===== src/hw/ttcc_pkg.sv =====
package ttcc_pkg;

  // register byte offsets on the apb window
  localparam logic [7:0] OFF_CTRL        = 8'h00;
  localparam logic [7:0] OFF_INIT_LOW    = 8'h04;
  localparam logic [7:0] OFF_INIT_HIGH   = 8'h08;
  localparam logic [7:0] OFF_TIME_LOW    = 8'h0c;
  localparam logic [7:0] OFF_TIME_HIGH   = 8'h10;
  localparam logic [7:0] OFF_CMP_LOW     = 8'h14;
  localparam logic [7:0] OFF_CMP_HIGH    = 8'h18;
  localparam logic [7:0] OFF_MASK_LOW    = 8'h1c;
  localparam logic [7:0] OFF_MASK_HIGH   = 8'h20;
  localparam logic [7:0] OFF_TICK_PERIOD = 8'h24;
  localparam logic [7:0] OFF_STATUS      = 8'h28;

  // transport_time_control fields
  localparam int unsigned CTRL_COUNT_EN_BIT = 5;
  localparam int unsigned CTRL_TICK_EN_BIT  = 4;
  localparam int unsigned CTRL_CMP_EN_BIT   = 3;
  localparam int unsigned CTRL_INC_SEL_BIT  = 2;
  localparam int unsigned CTRL_FILTER_BIT   = 1;

  // high word layout shared by init, time, compare and mask
  localparam int unsigned HIGH_TOP_BIT = 0;
  localparam int unsigned HIGH_EXT_LSB = 1;
  localparam int unsigned HIGH_EXT_MSB = 9;

  // status fields, write one to clear
  localparam int unsigned STAT_TICK_BIT  = 0;
  localparam int unsigned STAT_MATCH_BIT = 1;

  localparam int unsigned EXT_W  = 9;
  localparam int unsigned BASE_W = 33;
  localparam logic [8:0]  EXT_LAST = 9'h12b;

  localparam logic [31:0] RST_ZERO        = 32'h0000_0000;
  localparam logic [31:0] TICK_PERIOD_RST = 32'h0000_0100;

  typedef struct packed {
    logic        psel;
    logic        penable;
    logic        pwrite;
    logic [7:0]  paddr;
    logic [31:0] pwdata;
  } ttcc_apb_req_t;

  typedef struct packed {
    logic        pready;
    logic        pslverr;
    logic [31:0] prdata;
  } ttcc_apb_rsp_t;

  typedef struct packed {
    logic        valid;
    logic        last;
    logic        err;
    logic [31:0] data;
  } ttcc_pkt_t;

  typedef enum logic [3:0] {
    REG_CTRL, REG_INIT_LOW, REG_INIT_HIGH, REG_TIME_LOW, REG_TIME_HIGH, REG_CMP_LOW,
    REG_CMP_HIGH, REG_MASK_LOW, REG_MASK_HIGH, REG_TICK_PERIOD, REG_STATUS, REG_NONE
  } ttcc_reg_t;

  typedef enum logic [1:0] {
    PF_IDLE  = 2'b00,
    PF_BODY  = 2'b01,
    PF_STAMP = 2'b11
  } ttcc_pf_state_t;

  function automatic ttcc_reg_t ttcc_decode(input logic [7:0] addr);
    unique case (addr)
      OFF_CTRL:        return REG_CTRL;
      OFF_INIT_LOW:    return REG_INIT_LOW;
      OFF_INIT_HIGH:   return REG_INIT_HIGH;
      OFF_TIME_LOW:    return REG_TIME_LOW;
      OFF_TIME_HIGH:   return REG_TIME_HIGH;
      OFF_CMP_LOW:     return REG_CMP_LOW;
      OFF_CMP_HIGH:    return REG_CMP_HIGH;
      OFF_MASK_LOW:    return REG_MASK_LOW;
      OFF_MASK_HIGH:   return REG_MASK_HIGH;
      OFF_TICK_PERIOD: return REG_TICK_PERIOD;
      OFF_STATUS:      return REG_STATUS;
      default:         return REG_NONE;
    endcase
  endfunction

endpackage


===== src/hw/ttcc_sync_edge.sv =====
`timescale 1ns/1ps
module ttcc_sync_edge
  import ttcc_pkg::*;
(
  input  wire logic i_clk,
  input  wire logic i_rst_n,
  input  wire logic i_async,
  output logic      o_rise
);
  logic meta;
  logic stable;
  logic prev;

  // only stable and prev feed the edge detector
  always_ff @(posedge i_clk or negedge i_rst_n) begin
    if (!i_rst_n) begin
      meta   <= 1'b0;
      stable <= 1'b0;
      prev   <= 1'b0;
    end else begin
      meta   <= i_async;
      stable <= meta;
      prev   <= stable;
    end
  end

  assign o_rise = stable & ~prev;
endmodule // ttcc_sync_edge


===== src/hw/ttcc_pkt_filter.sv =====
`timescale 1ns/1ps
module ttcc_pkt_filter
  import ttcc_pkg::*;
(
  input  wire logic        i_clk,
  input  wire logic        i_rst_n,
  input  wire ttcc_pkt_t   i_pkt,
  input  wire logic        i_filter,
  input  wire logic [30:0] i_stamp_time,
  output logic             o_pkt_ready,
  output logic             o_fifo_wr,
  output logic [31:0]      o_fifo_data
);
  ttcc_pf_state_t state;
  logic           drop;
  logic           marker;
  logic           take;
  logic           first_drop;

  assign o_pkt_ready = (state != PF_STAMP);
  assign take        = i_pkt.valid & o_pkt_ready;
  // filter choice is latched per packet so a mid-packet change cannot split it
  assign first_drop  = i_filter & i_pkt.err;

  always_ff @(posedge i_clk or negedge i_rst_n) begin
    if (!i_rst_n) begin
      state  <= PF_IDLE;
      drop   <= 1'b0;
      marker <= 1'b0;
    end else begin
      unique case (state)
        PF_IDLE: if (take) begin
          drop   <= first_drop;
          marker <= i_pkt.err;
          if (i_pkt.last) begin
            state <= first_drop ? PF_IDLE : PF_STAMP;
          end else begin
            state <= PF_BODY;
          end
        end
        PF_BODY: if (take) begin
          marker <= marker | i_pkt.err;
          if (i_pkt.last) begin
            state <= drop ? PF_IDLE : PF_STAMP;
          end
        end
        PF_STAMP: state <= PF_IDLE;
        default:  state <= PF_IDLE;
      endcase
    end
  end

  always_ff @(posedge i_clk or negedge i_rst_n) begin
    if (!i_rst_n) begin
      o_fifo_wr   <= 1'b0;
      o_fifo_data <= RST_ZERO;
    end else if (state == PF_STAMP) begin
      o_fifo_wr   <= 1'b1;
      o_fifo_data <= {marker, i_stamp_time};
    end else begin
      o_fifo_wr   <= take & ~((state == PF_IDLE) ? first_drop : drop);
      o_fifo_data <= i_pkt.data;
    end
  end
endmodule // ttcc_pkt_filter


===== src/hw/ttcc_top.sv =====
// How it works
// - error filter, compare enable and tick enable are writable at any time.
// - increment select write is ignored while counting is enabled.
// - count enable low gates the time input; nothing advances.
// - count enable high advances counters and tick counter on time input edges.
// - tick enable high sets tick flag when tick count reached, except on a step that meets an init load; low never.
// - compare enable high lets a compare match set the match flag.
// - select 0: reference part steps when extension wraps 299 to 0.
// - select 1: reference part steps on every time input edge.
// - filter off: errored packets stored, stamp carries the error marker.
// - filter on: packets errored on their first word discarded, nothing written to the fifo.
// - control bits 31-6 read zero and ignore writes.
// - writing either init register loads the whole counter from both.
// - low init register is 32-bit read/write, resets to zero.
// - high init: extension in bits 9-1, reference top bit 0, rest zero.
// - match when compare value equals unmasked counter bits.
// - extension advances at the time input rate.
`timescale 1ns/1ps
module ttcc_top
  import ttcc_pkg::*;
#(
  parameter logic [31:0] TICK_PERIOD_DEFAULT = TICK_PERIOD_RST
)(
  input  wire logic          i_clk,
  input  wire logic          i_rst_n,
  input  wire ttcc_apb_req_t i_apb,
  output ttcc_apb_rsp_t      o_apb,
  input  wire logic          i_system_time_input_clock,
  input  wire ttcc_pkt_t     i_pkt,
  output logic               o_pkt_ready,
  output logic               o_fifo_wr,
  output logic [31:0]        o_fifo_data,
  output logic               o_tick_event,
  output logic               o_time_match_event
);
  ttcc_reg_t     sel;
  logic          setup;
  logic          access;
  logic          wr;
  logic [31:0]   wdata;
  logic [31:0]   read_val;
  logic [31:0]   prdata;
  logic          pslverr;

  logic          count_en;
  logic          tick_en;
  logic          cmp_en;
  logic          inc_sel;
  logic          filter;
  logic [31:0]   init_low;
  logic [9:0]    init_high;
  logic [31:0]   cmp_low;
  logic [9:0]    cmp_high;
  logic [31:0]   mask_low;
  logic [9:0]    mask_high;
  logic [31:0]   tick_period;
  logic          tick_flag;
  logic          match_flag;

  logic [8:0]    ext;
  logic [32:0]   base;
  logic [31:0]   tick_cnt;
  logic          load_pend;
  logic          time_in_rise;
  logic          step;
  logic          cmp_eval;
  logic          match_now;
  logic          tick_set;
  logic          match_set;
  logic          ext_wrap;

  // apb slave: zero wait states, read data captured in the setup cycle
  assign setup  = i_apb.psel & ~i_apb.penable;
  assign access = i_apb.psel & i_apb.penable;
  assign sel    = ttcc_decode(i_apb.paddr);
  assign wr     = access & i_apb.pwrite;
  assign wdata  = i_apb.pwdata;

  always_comb begin
    read_val = RST_ZERO;
    unique case (sel)
      REG_CTRL: begin
        read_val[CTRL_COUNT_EN_BIT] = count_en;
        read_val[CTRL_TICK_EN_BIT]  = tick_en;
        read_val[CTRL_CMP_EN_BIT]   = cmp_en;
        read_val[CTRL_INC_SEL_BIT]  = inc_sel;
        read_val[CTRL_FILTER_BIT]   = filter;
      end
      REG_INIT_LOW:    read_val = init_low;
      REG_INIT_HIGH:   read_val = {22'h000000, init_high};
      REG_TIME_LOW:    read_val = base[31:0];
      REG_TIME_HIGH:   read_val = {22'h000000, ext, base[32]};
      REG_CMP_LOW:     read_val = cmp_low;
      REG_CMP_HIGH:    read_val = {22'h000000, cmp_high};
      REG_MASK_LOW:    read_val = mask_low;
      REG_MASK_HIGH:   read_val = {22'h000000, mask_high};
      REG_TICK_PERIOD: read_val = tick_period;
      REG_STATUS: begin
        read_val[STAT_TICK_BIT]  = tick_flag;
        read_val[STAT_MATCH_BIT] = match_flag;
      end
      REG_NONE:        read_val = RST_ZERO;
    endcase
  end

  always_ff @(posedge i_clk or negedge i_rst_n) begin
    if (!i_rst_n) begin
      prdata  <= RST_ZERO;
      pslverr <= 1'b0;
    end else if (setup) begin
      prdata  <= read_val;
      pslverr <= (sel == REG_NONE);
    end
  end

  assign o_apb.pready  = 1'b1;
  assign o_apb.pslverr = pslverr;
  assign o_apb.prdata  = prdata;

  // control register
  always_ff @(posedge i_clk or negedge i_rst_n) begin
    if (!i_rst_n) begin
      count_en <= 1'b0;
      tick_en  <= 1'b0;
      cmp_en   <= 1'b0;
      inc_sel  <= 1'b0;
      filter   <= 1'b0;
    end else if (wr && sel == REG_CTRL) begin
      count_en <= wdata[CTRL_COUNT_EN_BIT];
      tick_en  <= wdata[CTRL_TICK_EN_BIT];
      cmp_en   <= wdata[CTRL_CMP_EN_BIT];
      filter   <= wdata[CTRL_FILTER_BIT];
      // mode switch while running would tear the counter
      if (!count_en) begin
        inc_sel <= wdata[CTRL_INC_SEL_BIT];
      end
    end
  end

  // init, compare, mask and tick period registers
  always_ff @(posedge i_clk or negedge i_rst_n) begin
    if (!i_rst_n) begin
      init_low    <= RST_ZERO;
      init_high   <= 10'h000;
      cmp_low     <= RST_ZERO;
      cmp_high    <= 10'h000;
      mask_low    <= RST_ZERO;
      mask_high   <= 10'h000;
      tick_period <= TICK_PERIOD_DEFAULT;
    end else if (wr) begin
      unique case (sel)
        REG_INIT_LOW:    init_low    <= wdata;
        REG_INIT_HIGH:   init_high   <= wdata[9:0];
        REG_CMP_LOW:     cmp_low     <= wdata;
        REG_CMP_HIGH:    cmp_high    <= wdata[9:0];
        REG_MASK_LOW:    mask_low    <= wdata;
        REG_MASK_HIGH:   mask_high   <= wdata[9:0];
        REG_TICK_PERIOD: tick_period <= wdata;
        default:         init_low    <= init_low;
      endcase
    end
  end

  // counter reload happens the cycle after the write, once both halves are stored
  always_ff @(posedge i_clk or negedge i_rst_n) begin
    if (!i_rst_n) begin
      load_pend <= 1'b0;
    end else begin
      load_pend <= wr & (sel == REG_INIT_LOW || sel == REG_INIT_HIGH);
    end
  end

  // edge detect on the synchronised input; inputs above half i_clk are lost
  ttcc_sync_edge u_sync (
    .i_clk   (i_clk),
    .i_rst_n (i_rst_n),
    .i_async (i_system_time_input_clock),
    .o_rise  (time_in_rise)
  );

  assign step     = time_in_rise & count_en;
  assign ext_wrap = (ext >= EXT_LAST);

  always_ff @(posedge i_clk or negedge i_rst_n) begin
    if (!i_rst_n) begin
      ext  <= 9'h000;
      base <= 33'h0_0000_0000;
    end else if (load_pend) begin
      ext  <= init_high[HIGH_EXT_MSB:HIGH_EXT_LSB];
      base <= {init_high[HIGH_TOP_BIT], init_low};
    end else if (step) begin
      ext <= ext_wrap ? 9'h000 : ext + 9'h001;
      if (inc_sel || ext_wrap) begin
        base <= base + 33'h0_0000_0001;
      end
    end
  end

  assign tick_set = step & ~load_pend & tick_en & (tick_cnt >= tick_period - 32'h0000_0001);

  always_ff @(posedge i_clk or negedge i_rst_n) begin
    if (!i_rst_n) begin
      tick_cnt <= RST_ZERO;
    end else if (step) begin
      tick_cnt <= (tick_cnt >= tick_period - 32'h0000_0001) ? RST_ZERO : tick_cnt + 32'h0000_0001;
    end
  end

  // compare only right after a count step so a halted match fires once
  always_ff @(posedge i_clk or negedge i_rst_n) begin
    if (!i_rst_n) begin
      cmp_eval <= 1'b0;
    end else begin
      cmp_eval <= step & ~load_pend;
    end
  end

  assign match_now = ((({base[32], ext, base[31:0]} ^ {cmp_high[HIGH_TOP_BIT], cmp_high[HIGH_EXT_MSB:HIGH_EXT_LSB],
                     cmp_low}) & ~{mask_high[HIGH_TOP_BIT], mask_high[HIGH_EXT_MSB:HIGH_EXT_LSB], mask_low})
                     == 42'h000_0000_0000);
  assign match_set = cmp_eval & cmp_en & match_now;

  // sticky status: hardware set beats a same-cycle write-one clear
  always_ff @(posedge i_clk or negedge i_rst_n) begin
    if (!i_rst_n) begin
      tick_flag  <= 1'b0;
      match_flag <= 1'b0;
    end else begin
      tick_flag  <= tick_set | (tick_flag & ~(wr && sel == REG_STATUS && wdata[STAT_TICK_BIT]));
      match_flag <= match_set | (match_flag & ~(wr && sel == REG_STATUS && wdata[STAT_MATCH_BIT]));
    end
  end

  always_ff @(posedge i_clk or negedge i_rst_n) begin
    if (!i_rst_n) begin
      o_tick_event       <= 1'b0;
      o_time_match_event <= 1'b0;
    end else begin
      o_tick_event       <= tick_set;
      o_time_match_event <= match_set;
    end
  end

  ttcc_pkt_filter u_filter (
    .i_clk        (i_clk),
    .i_rst_n      (i_rst_n),
    .i_pkt        (i_pkt),
    .i_filter     (filter),
    .i_stamp_time (base[30:0]),
    .o_pkt_ready  (o_pkt_ready),
    .o_fifo_wr    (o_fifo_wr),
    .o_fifo_data  (o_fifo_data)
  );
endmodule // ttcc_top


===== config.mk =====
export PLATFORM = sky130hd
export DESIGN_NAME = ttcc_top
export DESIGN_NICKNAME = d
export VERILOG_FILES = /design/src/hw/ttcc_pkg.sv /design/src/hw/ttcc_sync_edge.sv /design/src/hw/ttcc_pkt_filter.sv /design/src/hw/ttcc_top.sv
export SDC_FILE = /design/constraint.sdc
export NUM_CORES = 1
export LEC_CHECK = 0
export ABC_AREA = 1
export BUFFER_PORTS_ARGS = -buffer_cell sky130_fd_sc_hd__buf_2
export CELL_PAD_IN_SITES_DETAIL_PLACEMENT = 1
export CELL_PAD_IN_SITES_GLOBAL_PLACEMENT = 2
export CORE_MARGIN = 1.5
export CORE_UTILIZATION = 32
export DETAILED_ROUTE_END_ITERATION = 7
export PLACE_DENSITY = 0.77
export SYNTH_ARGS = -nofsm -noshare
export SYNTH_HDL_FRONTEND = slang
export SYNTH_HIERARCHICAL = 1
export SYNTH_SLANG_ARGS = --single-unit
export TNS_END_PERCENT = 50

===== constraint.sdc =====
create_clock -name i_clk -period 2.76 [get_ports i_clk]
set_input_delay 0.552 -clock i_clk [delete_from_list [all_inputs] [get_ports i_clk]]
set_output_delay 0.552 -clock i_clk [all_outputs]
set_load 0.01 [all_outputs]

=== After elaboration in Yosys (flattened, before gate mapping) ===
Index checks and enable logic that the tools add are counted.

* Output and inout bits: 70
* Logic and storage cells: 143
* Input port bits: 81
* Bits in registers: 316

* Eq/ne operators: 27
* Mux-type cells: 25
* Add/subtract/negate cells: 4
* Magnitude comparators: 2
* Reduce and logical (&&, ||, !) cells: 25
* Bitwise gates (word level): 29

{| class="wikitable"
|+ Operators by type and width
! operator !! count
|-
| $pmux W26 S9 || 1
|-
| $mux W33 || 3
|-
| $mux W32 || 2
|-
| $pmux W4 S11 || 1
|-
| $and A42 B42 Y42 || 1
|-
| $logic_not A42 Y1 || 1
|-
| $not A42 Y42 || 1
|-
| $xor A42 B42 Y42 || 1
|-
| $pmux W4 S10 || 1
|-
| $add A33 B1 Y33 const B || 1
|-
| $add A32 B1 Y32 const B || 1
|-
| $eq A8 B5 Y1 const B || 4
|-
| $ge A32 B32 Y1 || 1
|-
| $sub A32 B1 Y32 const B || 1
|-
| $mux W9 || 3
|-
| $eq A8 B6 Y1 const B || 3
|-
| $reduce_and A2 Y1 || 10
|-
| $and A1 B1 Y1 || 16
|-
| $eq A4 B3 Y1 const B || 4
|-
| $eq A4 B4 Y1 const B || 4
|-
| $eq A8 B4 Y1 const B || 2
|-
| $mux W2 || 6
|-
| $pmux W1 S12 || 1
|-
| $pmux W1 S10 || 1
|-
| other kinds (21) || 42
|}

=== Depth between registers and ports, before layout ===
Gate-level depths: netlist of run 1.

* Depth in word-level cells: 8
* Depth in mapped cells: 24
* Gate-level depth less buffers: 23

=== By module ===
The synthesis of run 1 kept the hierarchy.

{| class="wikitable"
|+ Modules (own cells, without submodules)
! module !! area an instance (sq um) !! instances !! cells an instance !! sequential area each (sq um)
|-
| ttcc_top || 16582.2 || 1 || 2313 || 6907.9
|-
| ttcc_pkt_filter || 1537.7 || 1 || 174 || 925.9
|-
| ttcc_sync_edge || 85.1 || 1 || 5 || 75.1
|}

=== Worst setup path after synthesis of run 1 ===
Ideal clock, no wire load.

* Kind: register -> register
* Start point: register tick_period[0]
* End point: register tick_cnt[21]
* Period minus slack after synthesis: 2.867 ns
* Cell stages (with the launch flop): 23
* Path buffers: 2
* Required time: 2.682 ns
* Data arrival time: 2.789 ns
* Slack: -0.107 ns
* Library setup time: 0.078 ns
* Cell sequence: dfrtp_1 > inv_1 > ha_1 > nand2_1 > nor2_2 > nand2_1 > nor3_2 > nand2_1 > nor2_1 > xor2_1 > inv_1 > ha_1 > nand2_1 > inv_1 > nand2_1 > nand2_1 > nand2_1 > nand2_1 > a21oi_1 > buf_2 > buf_2 > nand4_1 > o21bai_1

* Cells in the longest elaborated chain, start to end: 3

{| class="wikitable"
|+ Ends and longest elaborated chain
! what !! RTL line !! RTL
|-
| from (decl) || ttcc_top.sv:56 || <nowiki>logic [31:0] tick_period;</nowiki>
|-
| from (signal assigned) || ttcc_top.sv:158 || <nowiki>REG_TICK_PERIOD: tick_period <= wdata;</nowiki>
|-
| $sub A32 B1 Y32 || ttcc_top.sv:205 || <nowiki>tick_cnt <= (tick_cnt >= tick_period - 32'h0000_0001) ? RST_ZERO : tick_cnt + 32'h0000_0001;</nowiki>
|-
| $ge A32 B32 Y1 || ttcc_top.sv:205 ||
|-
| $mux W32 || ttcc_top.sv:205 ||
|-
| to (signal assigned) || ttcc_top.sv:205 ||
|-
| to (decl) || ttcc_top.sv:62 || <nowiki>logic [31:0] tick_cnt;</nowiki>
|}

Every way passes these cells.
A chain may end at the register's enable or synchronous reset.

=== Final worst setup path of run 1 ===
* Start point: register tick_period[1]
* End point: register tick_cnt[6]

Same word-level chain as after synthesis.

==> impl_metrics.toml, run 1 <==
[power]
ir_drop_mv = 0.371
seqPwrFrac_pct = 39.8
pwr-share-comb_pct = 14.3
p_sw_uw = 3550
p_leak_uw = 0.0109
clock_power_share_pct = 45.9
power.internal_uw = 9070
power_switching_share_pct = 28.1
p_per_area_nw_per_um2 = 566
total_power_uw = 12600

[detailed_routing]
wl_per_cell_um = 21.0
ant_nets = 0
drt_wl_total_um = 73900
vias_per_cell = 5.06
drtIter0Drc = 1108
drc = 0
num_vias = 17800
dr.pass1.iters = 7

[final_layout]
fin_cells = 3517
finalNetCount = 2846
n_fill_cell = 7010
syn_to_final_growth_pct = 22.5
final_area_sq_um = 22300
antennaDiodeCount = 0
drive_above_1_share_pct = 16.3

[timing]
fin_crit_sh_pct = 110
fin_skew_ns = 0.0107
slew_viol_final = 0
rsz0062_at_grt = "true"
slew_headroom_pct = 50.8
setup_violations = 34
fmax_mhz = 329
setup-tns-final_ns = -8.21
hold_viol = 0
worst_pin_slew_ns = 0.736
layout_min_cycle_time_ns = 3.04
hold_slack_ns = 0.0919
fin_ws_ns = -0.278

[logic_synthesis]
synthCells = 2492
avgSynthCellArea_sq_um = 7.31
synth-seq-cells = 316
synth_most_common_cell = "nand2_1"
synth.top_cell.area_share_pct = 43.3
synth_flop_cell = "dfrtp_1"
ys_top_cells_by_area = "dfrtp_1 43%, nand2_1 16%, o21ai_0 7.0%"
synthMuxAreaShare_pct = 0.165
synthArstFlopShare_pct = 100
synth-edff-count = 0
synth_nets = 2609
ys_warn_count = 6
seq_area_frac_synth_pct = 43.4
synth.distinct_cells = 52
synth_top_area_cell = "dfrtp_1"
netlist_area_sq_um = 18200
synth_top_family_by_area = "simple AND/OR/NAND/NOR gates"
yosys.area_share.simple_pct = 28.9
synthTopCellsByCount = "785 x nand2_1, 315 x dfrtp_1, 270 x inv_1"
synth_xor_xnor_area_share_pct = 3.27
synthAdderAreaFrac_pct = 2.47
synth-compound-area-share_pct = 13.0

[floorplan]
die_area_sq_um = 58300
num_rows = 87
initial_core_util_pct = 32.3
ioPinCount = 151
core_sq_um = 56300
fp.dieH_um = 242
die_x_um = 242

[worst_setup_path]
critPathMaxFanout = 5
end_kind = "flip-flop"
critPathMaxStageDelay_ns = 0.38
critPathLaunchType = "flip-flop"
worst-endpoint-arrival_ns = 3.49
crit_chain = "inv_2, ha_4, nand2_4, nor2_4, nand2_2, nor3_4, nand2_2, nor2_2, xor2_1, inv_1, ha_1, nand2_1, inv_2, nand4_1, nor2_2, nand4_1, buf_6, nand3_4, nand2_4, inv_4, clkbuf_16, nor2_1"
critical_path_required_ns = 3.21
critPathSlowestCell = "dfrtp_1"
crit_type = "reg2reg"

[clock_network]
clockBufferDepth = 3
cts_tree = "built"
clock_sinks = 316
root_buffer = "clkbuf_16"
cts.htree.levels = 2
numCtsBuffers = 42
clkSlewWorstSetupHoldPaths_ns = 0.06
clk_latency_ns = 0.57

[flow_run]
max_cap_violations = 0

[grt]
grt_pass1_wl_um = 113000
grt_antenna_before_repair = 1
grt_max_degree = 71
first_global_vias = 18600
grt-ovfl-total = 0
grtUsageTotal_pct = 25.2

[placement]
place_congestion = 0.932
post_dp_cell_area_sq_um = 20500
hpwlAfterDp_um = 55800
portBuffers = 149
dp.cells = 3423

[outcome]
status = "complete, but fails checks"
violations = "setup timing"

[min_path]
min_path_type = "in2reg"
-- final cells by class --
| type | count | area [sq um] | area share (%) |
|---|---|---|---|
| well taps | 756 | 946 | 4.24 |
| inverters | 280 | 1060 | 4.75 |
| flip-flops and latches | 316 | 7910 | 35.5 |
| repair buffers | 291 | 2040 | 9.13 |
| clock buffers | 62 | 1220 | 5.46 |
| clock inverters | 14 | 226 | 1.02 |
| multi-input cells | 1798 | 8910 | 39.9 |
-- what timing repair did --
| action | 4_1_cts | 5_1_grt |
|---|---|---|
| hold endpoints to repair | 2 | 0 |
| hold buffers | 1 | 0 |
| pin swaps | 7 | 20 |
| setup buffers | 8 | 4 |
| cloned | 4 | 1 |
| gates resized for setup | 38 | 23 |
| endpoints found under the setup margin | 34 | 34 |
-- per-stage QoR --
stage          util, %  setup slack, ns
6_report          39.6           -0.278
5_1_grt           39.6           -0.558
4_1_cts           39.4           -0.243
3_5_place_dp      36.4           -0.408
3_3_place_gp      36.4           -0.350
2_1_floorplan        -           0.0115
-- final timing paths --
check / from / to / slack (ns) / depth (start not counted)
max reg2reg: tick_period[1] / tick_cnt[6] / -0.28 / 22
min reg2reg: u_sync/meta / u_sync/stable / 0.36 / 0
min: i_system_time_input_clock / u_sync/meta / 0.09 / 1
max: tick_period[1] / tick_cnt[6] / -0.28 / 22
min in group asynchronous: i_rst_n / u_filter/o_fifo_data[22] / 0.58 / 2
max in group asynchronous: i_rst_n / tick_period[8] / 1.39 / 3
-- placed cells by master (no fill, tap or decap), types with 5 or more instances in the layout --
master and n:
nand2_1 779, dfrtp_1 315, inv_1 262, o21ai_0 252
nor2_1 197, buf_2 149, nand3_1 120, buf_4 116
xor2_1 65, a21oi_1 49, nand4_1 47, clkbuf_16 44
nor3_1 39, o21ai_1 35, ha_1 35, o22ai_1 31
o21bai_1 21, nor2_2 20, o21ai_2 15, inv_2 14
nor2_4 13, buf_12 13, clkbuf_1 12, nand2_2 11
buf_6 9, clkbuf_8 7, nand2_4 6, nand3b_1 6
o221ai_1 6, clkinv_2 6, bufinv_16 6, o211ai_1 5
-- layer usage --
layer | part of all wire, % | routed length (um) | track usage [%] | vias to the layer above
met2 | 48 | 35700 | 42.9 | 359
met1 | 44 | 32700 | 33.1 | 8868
met3 | 3.9 | 2890 | 2.69 | 105
met5 | 0 | 0 | 0 | -
met4 | 3.4 | 2500 | 8.97 | 0
li1 | - | - | - | 8479
-- sequential cells by signal, summed over array words and instances (netlist names), 10 cells and up --
register,flops
cmp_low,32
mask_low,32
base,33
init_high,10
tick_period,32
prdata,32
cmp_high,10
u_filter/o_fifo_data,32
tick_cnt,32
init_low,32
mask_high,10
-- worst max-delay path, delay by kind of cell (launching register included) --
kind | cells | cell delay (ns)
adders and majority gates | 2 | 0.43
DFF | 1 | 0.38
xor gates and xnor gates | 1 | 0.16
and+or+nand+nor | 13 | 1.37
buffers and inverters | 6 | 0.58
-- cells by family (layout without fill, tap and decap cells) --
kind of cell	count (synthesis)	count (layout)
simple gates	1261	1261
compound gates	429	429
buf+inv	378	647
flops	316	316
xor+xnor	68	68
fa+ha+maj	36	36
mux	3	3
other cells	1	1
-- power by group through the flow --
stage	clock network (uW)	registers, uW	logic (uW)
floorplan	0	5110	982
global placement	0	5090	1680
detailed placement	0	5100	1730
CTS	5940	5020	1790
global route	6110	5040	2030
finish	5800	5020	1800
(Power assumes the default switching activity.)
==> run 2: changes to the inputs <==
SKIP_LAST_GASP = 1   (was default)
==> impl_metrics.toml, run 2 (synthesis gave the netlist of run 1 again) <==
[clock_network]
clock_sinks = 316
root_buffer = "clkbuf_16"
clk_latency_ns = 0.57
numCtsBuffers = 42
cts.htree.levels = 2
clkSlewWorstSetupHoldPaths_ns = 0.06
clockBufferDepth = 3
cts_tree = "built"

[detailed_routing]
vias_per_cell = 5.07
drt_wl_total_um = 73800
ant_nets = 0
wl_met2_um = 35700
drtIter0Drc = 1138
drc = 0
met1_length_um = 32900
num_vias = 17800
dr.pass1.iters = 5
wl_per_cell_um = 21.0
top_layer = "met4"
route.met3.wl_um = 2740

[final_layout]
fin_cells = 3517
antennaDiodeCount = 0
syn_to_final_growth_pct = 22.5
layout_commonest_cell = "nand2_1"
finalNetCount = 2846
ff_latch_area_sq_um = 7910
largest_reg_flops = 33
regMostFlops = "base"
layout_common_cells = "780 x nand2_1, 315 x dfrtp_1, 262 x inv_1"
n_fill_cell = 7010
drive_above_1_share_pct = 16.3
multi_input_area_sq_um = 8900

[timing]
slew_headroom_pct = 49.8
rsz0062_at_grt = "true"
layout_min_cycle_time_ns = 3.04
slew_viol_final = 0
fin_ws_ns = -0.279
worst_pin_slew_ns = 0.752
fmax_mhz = 329
fin_crit_sh_pct = 110
hold_viol = 0
setup_violations = 34
setup-tns-final_ns = -8.56
hold_slack_ns = 0.0912
fin_skew_ns = 0.0125

[placement]
dp.cells = 3423
hpwlAfterDp_um = 55800
place_ws_ns = -0.408
place_congestion = 0.932
portBuffers = 149

[worst_setup_path]
reg2reg_from = "tick_period[1]"
worst-endpoint-arrival_ns = 3.50
critPathMaxFanout = 5
end_kind = "flip-flop"
critical_path_required_ns = 3.22
r2r_end = "tick_cnt[6]"
crit_type = "reg2reg"
critPathLaunchType = "flip-flop"
endpoint = "tick_cnt[6]"
ff2ff_setup_slack_ns = -0.28
reg2regPathDepth = 22
crit_start = "tick_period[1]"

[power]
pwr-share-comb_pct = 14.3
p_sw_uw = 3550
ir_drop_mv = 0.374
power_switching_share_pct = 28.1
clock_power_share_pct = 46.0
p_leak_uw = 0.0109
seqPwrFrac_pct = 39.8
power.internal_uw = 9070
p_per_area_nw_per_um2 = 566

[outcome]
violations = "setup timing"
status = "complete, but fails checks"

[floorplan]
ioPinCount = 151
fp.dieH_um = 242
die_area_sq_um = 58300
num_rows = 87
die_x_um = 242
initial_core_util_pct = 32.3
core_sq_um = 56300

[min_path]
min_path_type = "in2reg"
whs_path_depth = 1

[grt]
grt_max_degree = 71
grtUsageTotal_pct = 25.2
grt_antenna_before_repair = 1
grt_pass1_wl_um = 113000
first_global_vias = 18600
grt-ovfl-total = 0

[flow_run]
max_cap_violations = 0
run 2: final cells by class:
cell class / count / area share [%]
Tap cell: 756 / 4.24
Sequential cell: 316 / 35.5
Clock inverter: 14 / 1.02
Timing Repair Buffer: 291 / 9.12
Clock buffer: 62 / 5.46
Multi-Input combinational cell: 1798 / 39.9
Inverter: 280 / 4.75
run 2: critical path: stages, from the launching register on:
cell and delay (ns):
dfrtp_1 0.38, inv_2 0.09, ha_4 0.16, nand2_4 0.06, nor2_4 0.11, nand2_2 0.09
nor3_4 0.23, nand2_2 0.09, nor2_2 0.12, xor2_1 0.16, inv_1 0.06, ha_1 0.27
nand2_1 0.06, inv_2 0.05, nand4_1 0.15, nor2_2 0.17, nand4_1 0.11, buf_6 0.16
nand3_4 0.08, nand2_4 0.06, inv_4 0.09, clkbuf_16 0.14, nor2_1 0.04
run 2: metrics by stage:
step | area, sq um | total power [uW] | utilization [%]
floorplan | 18300 | 6090 | -
global placement | 20500 | 6770 | 36.4
detailed placement | 20500 | 6830 | 36.4
CTS | 22200 | 12800 | 39.4
global route | 22300 | 13200 | 39.6
finish | 22300 | 12600 | 39.6
run 2: power groups by stage:
stage | Sequential (uW) | Combinational, uW | Clock [uW]
after floorplan | 5110 | 982 | 0
after global routing | 5040 | 2030 | 6110
after CTS | 5020 | 1790 | 5940
after detailed placement | 5100 | 1730 | 0
final | 5020 | 1800 | 5800
after global placement | 5090 | 1680 | 0
run 2: how the worst min path moves through the flow:
stage               endpoint  slack [ns]                      start
2_1_floorplan        base[0]        0.26                    i_rst_n
3_3_place_gp   u_sync/stable        0.34                u_sync/meta
3_5_place_dp   u_sync/stable        0.34                u_sync/meta
4_1_cts          u_sync/meta        0.06  i_system_time_input_clock
5_1_grt          u_sync/meta        0.07  i_system_time_input_clock
6_report         u_sync/meta        0.09  i_system_time_input_clock
run 2: timing repair:
| item | 4_1_cts | 5_1_grt |
|---|---|---|
| resized for setup | 36 | 22 |
| hold endpoints to repair | 2 | 0 |
| pin swaps | 7 | 20 |
| hold buffers | 1 | 0 |
| setup endpoints to repair | 34 | 34 |
| cloned | 4 | 1 |
| buffers inserted | 8 | 4 |
run 2: layer usage:
| metal | vias to the layer above | GRT usage, % |
|---|---|---|
| met4 | 0 | 8.97 |
| met3 | 109 | 2.69 |
| met1 | 8878 | 33.1 |
| met2 | 354 | 42.9 |
| li1 | 8479 | - |
| met5 | - | 0 |
